===== src/rdcp_pkg.sv =====
// Constants and types shared by the relay driver command parser.
package rdcp_pkg;

	// Channel layout.
	localparam int CHN = 20;
	localparam int BANK_CH = 10;
	localparam logic [4:0] BANK_OFS = 5'h0a;
	localparam logic [4:0] GRP_OFS = 5'h04;
	localparam logic [9:0] BANK_BASE = 10'h064;
	localparam logic [9:0] CH_B1_LO = 10'h065;
	localparam logic [9:0] CH_B1_HI = 10'h06e;
	localparam logic [9:0] CH_B2_LO = 10'h0c9;
	localparam logic [9:0] CH_B2_HI = 10'h0d2;
	localparam logic [3:0] BANK_ONE = 4'h1;
	localparam logic [3:0] BANK_TWO = 4'h2;
	localparam logic [CHN-1:0] CHAN_RST = 20'hfffff;

	// Characters of the command stream.
	localparam logic [7:0] CH_LF = 8'h0a;
	localparam logic [7:0] CH_CR = 8'h0d;
	localparam logic [7:0] CH_SP = 8'h20;
	localparam logic [7:0] CH_LPAR = 8'h28;
	localparam logic [7:0] CH_RPAR = 8'h29;
	localparam logic [7:0] CH_COMMA = 8'h2c;
	localparam logic [7:0] CH_COLON = 8'h3a;
	localparam logic [7:0] CH_AT = 8'h40;
	localparam logic [7:0] CH_0 = 8'h30;
	localparam logic [7:0] CH_9 = 8'h39;
	localparam logic [7:0] CH_A = 8'h41;
	localparam logic [7:0] CH_B = 8'h42;
	localparam logic [7:0] CH_X = 8'h58;
	localparam logic [7:0] CH_Y = 8'h59;
	localparam logic [7:0] CASE_FOLD = 8'hdf;

	// Structured command codes, one leading character each.
	localparam logic [7:0] OP_LEG = 8'h41;
	localparam logic [7:0] OP_CLOSE = 8'h43;
	localparam logic [7:0] OP_OPEN = 8'h4f;
	localparam logic [7:0] OP_CLOSE_ALL = 8'h4b;
	localparam logic [7:0] OP_OPEN_ALL = 8'h4c;
	localparam logic [7:0] OP_Q_CLOSED = 8'h51;
	localparam logic [7:0] OP_Q_OPEN = 8'h52;
	localparam logic [7:0] OP_CNT_Q = 8'h4e;
	localparam logic [7:0] OP_CNT_CLR = 8'h5a;
	localparam logic [7:0] OP_CNT_CLR_ALL = 8'h57;
	localparam logic [7:0] OP_SUP_SET = 8'h53;
	localparam logic [7:0] OP_SUP_Q = 8'h73;
	localparam logic [7:0] OP_TTL_SET = 8'h54;
	localparam logic [7:0] OP_TTL_Q = 8'h74;
	localparam logic [7:0] OP_MODEL_SET = 8'h4d;
	localparam logic [7:0] OP_LVL_SET = 8'h56;
	localparam logic [7:0] OP_LVL_Q = 8'h76;

	// Register port map and fields.
	localparam logic [1:0] REG_CTRL = 2'h0;
	localparam logic [1:0] REG_LADDR = 2'h1;
	localparam logic [1:0] REG_STAT = 2'h2;
	localparam logic [1:0] REG_CHAN = 2'h3;
	localparam int CTRL_REMOTE = 0;
	localparam int CTRL_LISTEN = 1;
	localparam int CTRL_ONEBANK = 2;
	localparam int STAT_ERR = 0;
	localparam logic [2:0] CTRL_RST = 3'h0;
	localparam logic [4:0] LADDR_RST = 5'h1c;
	localparam logic [4:0] LADDR_MAX = 5'h1e;

	// Settings.
	localparam logic [2:0] SUP_OFF = 3'h0;
	localparam logic [2:0] SUP_USER = 3'h4;
	localparam logic [2:0] SUP_RST = 3'h3;
	localparam logic [3:0] MODEL_NONE = 4'h0;
	localparam logic [3:0] MODEL_MAX = 4'ha;
	localparam logic [3:0] LEG_MAX_LEN = 4'hc;
	localparam logic [7:0] SEC_DB [4] = '{8'h0a, 8'h14, 8'h28, 8'h28};

	typedef enum logic [1:0] {
		ST_IDLE = 2'b00,
		ST_ARGS = 2'b01,
		ST_EXEC = 2'b11,
		ST_RESP = 2'b10
	} rdcp_state_t;

endpackage


===== src/rdcp_relay_parser.sv =====
// Command interpreter of a two-bank attenuator and switch relay driver.
// Summary of operation
// - A channel is written (@bnn): first digit bank, last two the channel.
// - Channels 101..110 and 201..210 are valid.
// - With the single-bank option every bank digit counts as bank one.
// - Invalid channels inside a range are skipped; endpoints must be valid.
// - Close or open listed channels, or all channels at once.
// - State queries answer 1 where the asked condition holds, else 0.
// - Each bank keeps one supply choice and reports it on query.
// - Each bank keeps a TTL on/off setting; query answers 1 or 0.
// - Every channel has a relay actuation count, reported on query.
// - Counts clear for listed channels or for all channels.
// - Attenuator model kept per bank and position, including none.
// - With equal sections, section four engages before section three.
// - Set total attenuation of a position; query reports it.
// - Legacy on-letter turns named channels on, off-letter turns them off.
// - Legacy strings act only while remote and addressed to listen.
// - Legacy letters are accepted in either case.
// - Legacy digits 1-4 drive the first group, 5-8 the second.
// - Legacy digit nine drives switch nine, digit zero switch ten.
// - Legacy strings reach bank one only.
// - A channel on means attenuation applied or path closed.
// - Listener address 0..30 survives interface reset.
`timescale 1ns/1ns
module rdcp_relay_parser
	import rdcp_pkg::*;
(
	// Clock, resets and clock enable.
	input wire logic clk,
	input wire logic reset_n,
	input wire logic por_n,
	input wire logic ce,
	// Command character stream.
	input wire logic cmd_valid,
	input wire logic [7:0] cmd_data,
	output logic cmd_ready,
	// Query answers.
	output logic resp_valid,
	output logic [15:0] resp_data,
	output logic resp_last,
	// Register port.
	input wire logic [1:0] reg_addr,
	input wire logic [31:0] reg_wdata,
	input wire logic reg_wr,
	input wire logic reg_rd,
	output logic [31:0] reg_rdata,
	// Relay and bank drive.
	output logic [CHN-1:0] chan_on,
	output logic [5:0] supply_sel,
	output logic [1:0] ttl_on,
	output logic [4:0] listen_addr
);

	// ****************************************************************
	// Helpers.
	// ****************************************************************
	function automatic logic [9:0] norm(input logic [9:0] n, input logic one);
		norm = one ? BANK_BASE + 10'(n % 10'd100) : n;
	endfunction

	function automatic logic chan_ok(input logic [9:0] n);
		chan_ok = (n >= CH_B1_LO && n <= CH_B1_HI) || (n >= CH_B2_LO && n <= CH_B2_HI);
	endfunction

	// Greedy pick from the largest section down, so section four wins a tie.
	function automatic logic [3:0] sec_pick(input logic [9:0] db);
		logic [9:0] rem;
		rem = db;
		sec_pick = 4'h0;
		for (int k = 3; k >= 0; k--) begin
			if (rem >= 10'(SEC_DB[k])) begin
				sec_pick[k] = 1'b1;
				rem = rem - 10'(SEC_DB[k]);
			end
		end
	endfunction

	function automatic logic [9:0] sec_total(input logic [3:0] sec);
		sec_total = 10'h000;
		for (int k = 0; k < 4; k++) begin
			if (sec[k]) begin
				sec_total = sec_total + 10'(SEC_DB[k]);
			end
		end
	endfunction

	rdcp_state_t state_reg, state_next;
	logic [7:0] op_reg;
	logic leg_reg, pol_reg, err_reg, rng_reg, hasb_reg, pos_reg, op_ok;
	logic [9:0] num_reg, lo_reg, lon_reg, loff_reg;
	logic [3:0] bank_reg, len_reg;
	logic [4:0] ridx_reg;
	logic [CHN-1:0] mask_reg, chan_reg, ch_next;
	logic [2:0] ctrl_reg;
	logic [4:0] laddr_reg;
	logic serr_reg, rv_reg, rl_reg;
	logic [15:0] rd_reg, resp_sel;
	logic [31:0] rdata_reg;
	logic [2:0] sup_reg [2];
	logic [1:0] ttl_reg;
	logic [3:0] model_reg [4];
	logic [9:0] att_reg [4];
	logic [15:0] cnt_reg [CHN];

	// ****************************************************************
	// Character decode.
	// ****************************************************************
	wire take = ce && cmd_valid && cmd_ready;
	wire [7:0] up = cmd_data & CASE_FOLD;
	wire is_dig = cmd_data >= CH_0 && cmd_data <= CH_9;
	wire [3:0] dval = 4'(cmd_data - CH_0);
	wire is_end = cmd_data == CH_LF;
	wire is_leg = up == CH_A || up == CH_B;
	wire op_list = op_reg inside {OP_CLOSE, OP_OPEN, OP_Q_CLOSED, OP_Q_OPEN, OP_CNT_Q, OP_CNT_CLR};
	wire op_list_c = cmd_data inside {OP_CLOSE, OP_OPEN, OP_CLOSE_ALL, OP_OPEN_ALL, OP_Q_CLOSED, OP_Q_OPEN,
		OP_CNT_Q, OP_CNT_CLR, OP_CNT_CLR_ALL, OP_SUP_SET, OP_SUP_Q, OP_TTL_SET, OP_TTL_Q, OP_MODEL_SET,
		OP_LVL_SET, OP_LVL_Q};
	wire op_known = is_leg || op_list_c;
	wire op_single_q = op_reg inside {OP_SUP_Q, OP_TTL_Q, OP_LVL_Q};
	wire op_query = op_single_q || op_reg inside {OP_Q_CLOSED, OP_Q_OPEN, OP_CNT_Q};
	wire one_bank = ctrl_reg[CTRL_ONEBANK];
	wire [9:0] num_n = norm(num_reg, one_bank);
	wire [9:0] lo_n = norm(lo_reg, one_bank);
	wire [3:0] bank_eff = one_bank ? BANK_ONE : bank_reg;
	wire bank_ok = bank_eff == BANK_ONE || bank_eff == BANK_TWO;
	wire bi = bank_eff == BANK_TWO;
	wire [1:0] slot = {bi, pos_reg};
	wire [3:0] sec = sec_pick(num_reg);
	wire [9:0] sec_sum = sec_total(sec);
	wire [4:0] base = (bi ? BANK_OFS : 5'h00) + (pos_reg ? GRP_OFS : 5'h00);
	wire [CHN-1:0] sec_vec = CHN'(sec) << base;
	wire [CHN-1:0] sec_msk = CHN'(4'hf) << base;
	wire item_end = cmd_data == CH_COMMA || cmd_data == CH_RPAR;
	wire leg_act = ctrl_reg[CTRL_REMOTE] && ctrl_reg[CTRL_LISTEN];
	wire exec = ce && state_reg == ST_EXEC;
	wire commit = exec && !err_reg && op_ok;
	wire cnt_all = commit && op_reg == OP_CNT_CLR_ALL;
	wire [CHN-1:0] clr = cnt_all ? {CHN{1'b1}} : (commit && op_reg == OP_CNT_CLR) ? mask_reg : '0;
	wire [CHN-1:0] tog = ch_next ^ chan_reg;
	wire resp_hit = mask_reg[ridx_reg];
	wire resp_end = resp_hit && !(|(mask_reg >> (ridx_reg + 5'd1)));
	wire [CHN-1:0] rng_hit, one_hit, lset, lclr;

	assign cmd_ready = state_reg == ST_IDLE || state_reg == ST_ARGS;

	// ****************************************************************
	// Per-channel decode and relay actuation counters.
	// ****************************************************************
	for (genvar i = 0; i < CHN; i++) begin : g_ch
		localparam logic [9:0] CNUM = i < BANK_CH ? CH_B1_LO + 10'(i) : CH_B2_LO + 10'(i - BANK_CH);
		localparam int DIG = (i == BANK_CH - 1) ? 0 : i + 1;
		assign rng_hit[i] = CNUM >= lo_n && CNUM <= num_n;
		assign one_hit[i] = CNUM == num_n;
		if (i < BANK_CH) begin : g_leg
			assign lset[i] = lon_reg[DIG];
			assign lclr[i] = loff_reg[DIG];
		end else begin : g_noleg
			assign lset[i] = 1'b0;
			assign lclr[i] = 1'b0;
		end
		always_ff @(posedge clk or negedge reset_n) begin
			if (!reset_n) begin
				cnt_reg[i] <= 16'h0000;
			end else if (ce && clr[i]) begin
				cnt_reg[i] <= 16'h0000;
			end else if (ce && tog[i]) begin
				cnt_reg[i] <= cnt_reg[i] + 16'h0001;
			end
		end
	end

	// ****************************************************************
	// Parser and command execution.
	// ****************************************************************
	always_comb begin
		case (op_reg)
			OP_SUP_SET: op_ok = bank_ok && hasb_reg && num_reg <= 10'(SUP_USER);
			OP_TTL_SET: op_ok = bank_ok && hasb_reg && num_reg <= 10'h001;
			OP_MODEL_SET: op_ok = bank_ok && hasb_reg && num_reg <= 10'(MODEL_MAX);
			OP_LVL_SET: op_ok = bank_ok && hasb_reg && model_reg[slot] != MODEL_NONE;
			OP_SUP_Q, OP_TTL_Q, OP_LVL_Q: op_ok = bank_ok && hasb_reg;
			default: op_ok = 1'b1;
		endcase
	end

	always_comb begin
		ch_next = chan_reg;
		if (commit) begin
			case (op_reg)
				OP_CLOSE: ch_next = chan_reg | mask_reg;
				OP_OPEN: ch_next = chan_reg & ~mask_reg;
				OP_CLOSE_ALL: ch_next = {CHN{1'b1}};
				OP_OPEN_ALL: ch_next = '0;
				OP_LVL_SET: ch_next = (chan_reg & ~sec_msk) | sec_vec;
				OP_LEG: ch_next = leg_act ? ((chan_reg & ~lclr) | lset) : chan_reg;
				default: ch_next = chan_reg;
			endcase
		end
	end

	always_comb begin
		case (state_reg)
			ST_IDLE: state_next = (take && !is_end) ? ST_ARGS : ST_IDLE;
			ST_ARGS: state_next = (take && is_end) ? ST_EXEC : ST_ARGS;
			ST_EXEC: state_next = (commit && op_query) ? ST_RESP : ST_IDLE;
			ST_RESP: state_next = (resp_end || ridx_reg == 5'(CHN - 1)) ? ST_IDLE : ST_RESP;
			default: state_next = ST_IDLE;
		endcase
	end

	always_ff @(posedge clk or negedge reset_n) begin
		if (!reset_n) begin
			state_reg <= ST_IDLE;
			op_reg <= 8'h00;
			{leg_reg, pol_reg, err_reg, rng_reg, hasb_reg, pos_reg} <= 6'h00;
			{num_reg, lo_reg, lon_reg, loff_reg} <= 40'h0;
			bank_reg <= 4'h0;
			len_reg <= 4'h0;
			mask_reg <= '0;
			ridx_reg <= 5'h00;
		end else if (ce) begin
			state_reg <= state_next;
			if (state_reg == ST_IDLE && take && !is_end) begin
				op_reg <= is_leg ? OP_LEG : cmd_data;
				leg_reg <= is_leg;
				pol_reg <= up == CH_A;
				err_reg <= !op_known;
				{rng_reg, hasb_reg, pos_reg} <= 3'h0;
				{num_reg, lo_reg, lon_reg, loff_reg} <= 40'h0;
				bank_reg <= 4'h0;
				len_reg <= 4'h1;
				mask_reg <= '0;
			end else if (state_reg == ST_ARGS && take && !is_end) begin
				if (len_reg != 4'hf) begin
					len_reg <= len_reg + 4'h1;
				end
				if (leg_reg) begin
					if (len_reg >= LEG_MAX_LEN) begin
						err_reg <= 1'b1;
					end
					if (is_leg) begin
						pol_reg <= up == CH_A;
					end else if (is_dig && pol_reg) begin
						lon_reg[dval] <= 1'b1;
					end else if (is_dig) begin
						loff_reg[dval] <= 1'b1;
					end else begin
						err_reg <= 1'b1;
					end
				end else if (is_dig && !op_list && !hasb_reg) begin
					bank_reg <= dval;
					hasb_reg <= 1'b1;
				end else if (is_dig) begin
					if (num_reg >= 10'h064) begin
						err_reg <= 1'b1;
					end else begin
						num_reg <= 10'(num_reg * 10'd10 + 10'(dval));
					end
				end else if (!op_list && (up == CH_X || up == CH_Y)) begin
					pos_reg <= up == CH_Y;
				end else if (op_list && cmd_data == CH_COLON) begin
					lo_reg <= num_reg;
					rng_reg <= 1'b1;
					num_reg <= 10'h000;
				end else if (op_list && item_end) begin
					num_reg <= 10'h000;
					rng_reg <= 1'b0;
					if (rng_reg && chan_ok(lo_n) && chan_ok(num_n)) begin
						mask_reg <= mask_reg | rng_hit;
					end else if (!rng_reg && chan_ok(num_n)) begin
						mask_reg <= mask_reg | one_hit;
					end else begin
						err_reg <= 1'b1;
					end
				end else if (!(cmd_data inside {CH_SP, CH_CR, CH_LPAR, CH_AT})) begin
					err_reg <= 1'b1;
				end
			end else if (state_reg == ST_EXEC) begin
				ridx_reg <= 5'h00;
				if (op_single_q) begin
					mask_reg <= CHN'(1'b1);
				end
			end else if (state_reg == ST_RESP) begin
				ridx_reg <= ridx_reg + 5'h01;
			end
		end
	end

	always_ff @(posedge clk or negedge reset_n) begin
		if (!reset_n) begin
			chan_reg <= CHAN_RST;
		end else if (ce) begin
			chan_reg <= ch_next;
		end
	end

	always_ff @(posedge clk or negedge reset_n) begin
		if (!reset_n) begin
			sup_reg <= '{SUP_RST, SUP_RST};
			ttl_reg <= 2'h0;
			model_reg <= '{MODEL_NONE, MODEL_NONE, MODEL_NONE, MODEL_NONE};
			att_reg <= '{10'h000, 10'h000, 10'h000, 10'h000};
		end else if (commit) begin
			case (op_reg)
				OP_SUP_SET: sup_reg[bi] <= num_reg[2:0];
				OP_TTL_SET: ttl_reg[bi] <= num_reg[0];
				OP_MODEL_SET: model_reg[slot] <= num_reg[3:0];
				OP_LVL_SET: att_reg[slot] <= sec_sum;
				default: ttl_reg <= ttl_reg;
			endcase
		end
	end

	// ****************************************************************
	// Query answers and register port.
	// ****************************************************************
	always_comb begin
		case (op_reg)
			OP_Q_CLOSED: resp_sel = 16'(chan_reg[ridx_reg]);
			OP_Q_OPEN: resp_sel = 16'(!chan_reg[ridx_reg]);
			OP_CNT_Q: resp_sel = cnt_reg[ridx_reg];
			OP_SUP_Q: resp_sel = 16'(sup_reg[bi]);
			OP_TTL_Q: resp_sel = 16'(ttl_reg[bi]);
			OP_LVL_Q: resp_sel = 16'(att_reg[slot]);
			default: resp_sel = 16'h0000;
		endcase
	end

	wire resp_go = ce && state_reg == ST_RESP && resp_hit;
	wire wr_ctrl = ce && reg_wr && reg_addr == REG_CTRL;
	wire wr_laddr = ce && reg_wr && reg_addr == REG_LADDR && reg_wdata[31:0] <= 32'(LADDR_MAX);
	wire clr_err = ce && reg_wr && reg_addr == REG_STAT && reg_wdata[STAT_ERR];
	wire set_err = exec && !commit;
	wire [31:0] rsel = reg_addr == REG_CTRL ? 32'(ctrl_reg) :
		reg_addr == REG_LADDR ? 32'(laddr_reg) :
		reg_addr == REG_STAT ? 32'({state_reg != ST_IDLE, serr_reg}) : 32'(chan_reg);

	always_ff @(posedge clk or negedge reset_n) begin
		if (!reset_n) begin
			{rv_reg, rl_reg} <= 2'h0;
			rd_reg <= 16'h0000;
			ctrl_reg <= CTRL_RST;
			serr_reg <= 1'b0;
			rdata_reg <= 32'h00000000;
		end else if (ce) begin
			rv_reg <= resp_go;
			rl_reg <= resp_go && resp_end;
			rd_reg <= resp_go ? resp_sel : 16'h0000;
			if (wr_ctrl) begin
				ctrl_reg <= reg_wdata[2:0];
			end
			serr_reg <= set_err || (serr_reg && !clr_err);
			rdata_reg <= reg_rd ? rsel : 32'h00000000;
		end
	end

	// Listener address only follows power-on reset, never the interface reset.
	always_ff @(posedge clk or negedge por_n) begin
		if (!por_n) begin
			laddr_reg <= LADDR_RST;
		end else if (wr_laddr) begin
			laddr_reg <= reg_wdata[4:0];
		end
	end

	assign resp_valid = rv_reg;
	assign resp_data = rd_reg;
	assign resp_last = rl_reg;
	assign reg_rdata = rdata_reg;
	assign chan_on = chan_reg;
	assign supply_sel = {sup_reg[1], sup_reg[0]};
	assign ttl_on = ttl_reg;
	assign listen_addr = laddr_reg;
endmodule


===== config.mk =====
export PLATFORM = sky130hd
export DESIGN_NAME = rdcp_relay_parser
export DESIGN_NICKNAME = d
export VERILOG_FILES = /design/src/rdcp_pkg.sv /design/src/rdcp_relay_parser.sv
export SDC_FILE = /design/constraint.sdc
export NUM_CORES = 2
export LEC_CHECK = 0
export BUFFER_PORTS_ARGS = -buffer_cell sky130_fd_sc_hd__buf_2
export CAP_MARGIN = 40
export CORE_MARGIN = 5
export CORE_UTILIZATION = 60
export CTS_BUF_LIST = sky130_fd_sc_hd__clkbuf_2 sky130_fd_sc_hd__clkbuf_4 sky130_fd_sc_hd__clkbuf_8
export DETAILED_ROUTE_END_ITERATION = 16
export PLACE_DENSITY = 0.78
export SYNTH_ARGS = -nofsm -noshare
export SYNTH_HDL_FRONTEND = slang
export SYNTH_SLANG_ARGS = --single-unit

===== constraint.sdc =====
create_clock -name clk -period 8 [get_ports clk]
set_input_delay 1.6 -clock clk [delete_from_list [all_inputs] [get_ports clk]]
set_output_delay 1.6 -clock clk [all_outputs]
set_load 0.02 [all_outputs]

==> summary.txt <==
Status
  – Status: complete, no violations

Die
  – Die width: 247.3 microns
  – Number of placement rows: 87
  – Initial core utilization: 0.6026
  – Boundary pin count: 133
  – Core Area: 56060 sq um
  – Die area: 61150 sq um
  – Die height: 247.3 microns

Detailed routing
  – Via count: 29961
  – Residual DRC: 0
  – ANT nets after route: 0
  – 1st-pass router iterations: 6
  – Final wirelength: 101300 microns
  – Drt via density: 6.549
  – Drt wl/cell: 22.15 microns
  – DRT iter0 DRCs: 3439

Clock tree
  – Root Buffer: clkbuf_8
  – Resize count post-CTS: 0
  – Clk Latency, worst-skew pair: 730 ps
  – H-tree levels: 3
  – Cts hold-fix bufs: 0
  – CTS max path bufs: 3
  – Inserted Clock Buffers: 92
  – Sink Count: 528
  – CTS tree: yes
  – Post-CTS setup buffer count: 0
  – Clk pin slew, worst setup/hold paths: 60 ps

Placement
  – Routability Congestion: 0.9303
  – Placement Setup Slack: 1191 ps
  – Final HPWL DP: 73020 microns
  – Port Buffers: 120

STA
  – Final setup violation count: 0
  – Final hold vios: 0
  – Post-route setup TNS: 0 ps
  – RSZ-0062 raised after global routing: no
  – Period minus WS final: 7039 ps
  – Relative slew slack: 0.3245
  – Fin crit share: 0.8799
  – Worst-Margin Slew: 1013 ps
  – Clk_skew: 79.43 ps
  – Slew Limit Fails: 0
  – Final worst slack: 961.1 ps
  – Highest Clock Rate: 142.1 MHz

Setup path
  – Slowest CP cell: a311oi_1
  – CP Cell Sequence: inv_2 -> ha_1 -> nand2_1 -> o2111a_1 -> o221ai_1 -> nand3_1 -> nor3_1 -> nor2_1 -> inv_1 -> ha_1 -> a21boi_0 -> nor2_1 -> a31oi_1 -> o21ai_0 -> a221o_1 -> a2111o_1 -> a221oi_2 -> nand2_1 -> a311oi_1 -> o31ai_1 -> nand4_2 -> xor2_1 -> nor2_1
  – Critical Path Sink Type: flip-flop
  – Arr. time, crit path: 7630 ps
  – Most frequent cell on the critical path: nor2_1
  – Startpoint types: flip-flop
  – CP bufs+invs: 2
  – Crit Path Max Fanout: 13
  – Slowest cell delay on critical path: 810 ps
  – Delay-heaviest family, CP: compound AO/OA/AOI/OAI gates
  – Crit Path Class: flip-flop to flip-flop
  – Req. time, crit path: 8590 ps

Yosys
  – Asr flop ratio synth: 1.000
  – Syn_area_per_cell: 9.163 sq um
  – Synthesized area: 33780 sq um
  – Yosys top cell area share: 0.3711
  – Top post-synthesis cells by area: dfrtp_1, mux4_2, nor2_1, xor2_1, nand2_1
  – Warnings, synthesis: 0
  – Yosys cell types: 115
  – Synthesized flop and latch total: 528
  – Seq/Total Area, Yosys: 0.3921
  – Top FF cell, synth: dfrtp_1
  – Cells after Synth: 3687
  – Post-synth top area cell: dfrtp_1
  – Post-synth EDFFs: 0

Final layout
  – Fin nets: 3842
  – Area grow syn2layout: 9.452%
  – Share of cells above drive strength 1: 0.1532
  – Number of flip-flops in the largest register: 320

Power and ir drop
  – Reg power frac: 0.427
  – Switching power: 2073 uW
  – PwrDens: 184.6 nW/um^2
  – Comb power frac: 0.169
  – VDD IR-drop max: 0.1284 mV
  – Net Sw Frac: 0.3037
  – Int Pwr: 4753 uW
  – Leak: 0.01624 uW
  – Clock group share of total power: 0.404

GRT
  – Antenna violations before repair: 3
  – Largest net degree at the start of global routing: 163
  – All-layer global routing usage: 0.3277
  – First-pass GRT wire length: 159300 microns
  – Total congestion overflow: 0
  – Vias in the first global route: 28641

Flow run
  – Total of max-cap violations: 0

Min path
  – Hold Crit Class: flip-flop to flip-flop
[layout by cell type (no fill, tap or decap), types with 27 or more instances in the layout]
cell and instances:
a21o_1 40, nand4_1 66, a21oi_1 187, buf_2 121
clkbuf_4 28, dfrtp_1 499, inv_1 116, buf_4 40
a22oi_1 27, xnor2_1 121, o22ai_1 37, nand2_1 364
clkbuf_8 120, a31oi_1 33, mux2i_1 52, mux4_2 117
mux2_2 39, xor2_1 164, or3_1 71, dfstp_2 27
nor4_1 54, nor2_1 459, nand3_1 145, nor3_1 76
o21ai_0 221, ha_1 45, and3_1 74
[per-stage QoR]
stage               hold slack [ps]  power, uW  cells  area [sq um]    util
floorplan                     444.6       3729   3698         33820       -
global placement              458.0       4045   4400         34810  0.6210
detailed placement            465.9       4078   4408         34910  0.6228
CTS                           478.7       6819   4574         36970  0.6595
global route                  503.5       7073   4575         36980  0.6596
finish                        475.0       6826   4575         36980  0.6596
[routing by layer]
metal | routed length, microns | vias to the layer above | track usage
li1 | - | 13527 | -
met1 | 41670 | 14660 | 0.4567
met2 | 45000 | 1504 | 0.4983
met3 | 10780 | 266 | 0.08441
met4 | 3853 | 4 | 0.1240
met5 | 20 | - | 0
[kinds of logic after synthesis]
group	Yosys count	synth area share
compound gates	807	0.1574
flops	528	0.3921
other cells	1	0.0001110
buf+inv	336	0.04070
mux	208	0.1064
fa+ha+maj	47	0.01785
simple gates	1475	0.2115
xor+xnor	285	0.07389
[final timing paths]
kind,from,endpoint,slack [ps],cells past startpoint
setup reg to reg,num_reg[4],cnt_reg[247],960,23
min in group asynchronous,por_n,listen_addr[1],700,1
setup / recovery,num_reg[4],cnt_reg[247],960,23
max in group asynchronous,reset_n,ridx_reg[0],5530,2
hold / removal,att_reg[36],att_reg[36],480,2
hold reg to reg,att_reg[36],att_reg[36],480,2
[power by group through the flow]
stage	combinational [uW]	clock [uW]	sequential, uW
6_report	1150	2760	2920
5_1_grt	1240	2900	2930
4_1_cts	1130	2780	2910
3_5_place_dp	1120	0	2950
3_3_place_gp	1060	0	2990
2_1_floorplan	892	0	2840
[synthesized netlist by cell type (25+ instances only)]
master and n:
xor2_1 164, a22oi_1 27, o31ai_1 25, xnor2_1 121, o21ai_0 222, a21oi_1 187, mux2_2 39, buf_1 27
mux4_2 117, o22ai_1 37, nor4_1 55, mux2i_1 52, buf_2 25, inv_1 116, nand2_1 364, a31oi_1 33
nand4_1 66, a21o_1 40, nand3_1 145, nor3_1 78, ha_1 45, nor2_1 460, dfrtp_1 501, or3_1 71
dfstp_2 27, clkbuf_1 141, and3_1 74
[cell type report]
| cell class | count | area [sq um] |
|---|---|---|
| tap | 756 | 945.9 |
| fill | 4473 | 19080 |
| timing repair buffer | 168 | 1035 |
| sequential | 528 | 13250 |
| multi-input combinational | 2834 | 19220 |
| inverter | 122 | 457.9 |
| clock inverter | 18 | 197.7 |
| antenna | 1 | 2.502 |
| clock buffer | 148 | 1862 |
[tightest hold or removal path, stage by stage (launching register included)]
cell and delay, ps:
dfrtp_1 340, nand2_1 40, o21ai_0 60
Power figures use the tool's default switching activity.
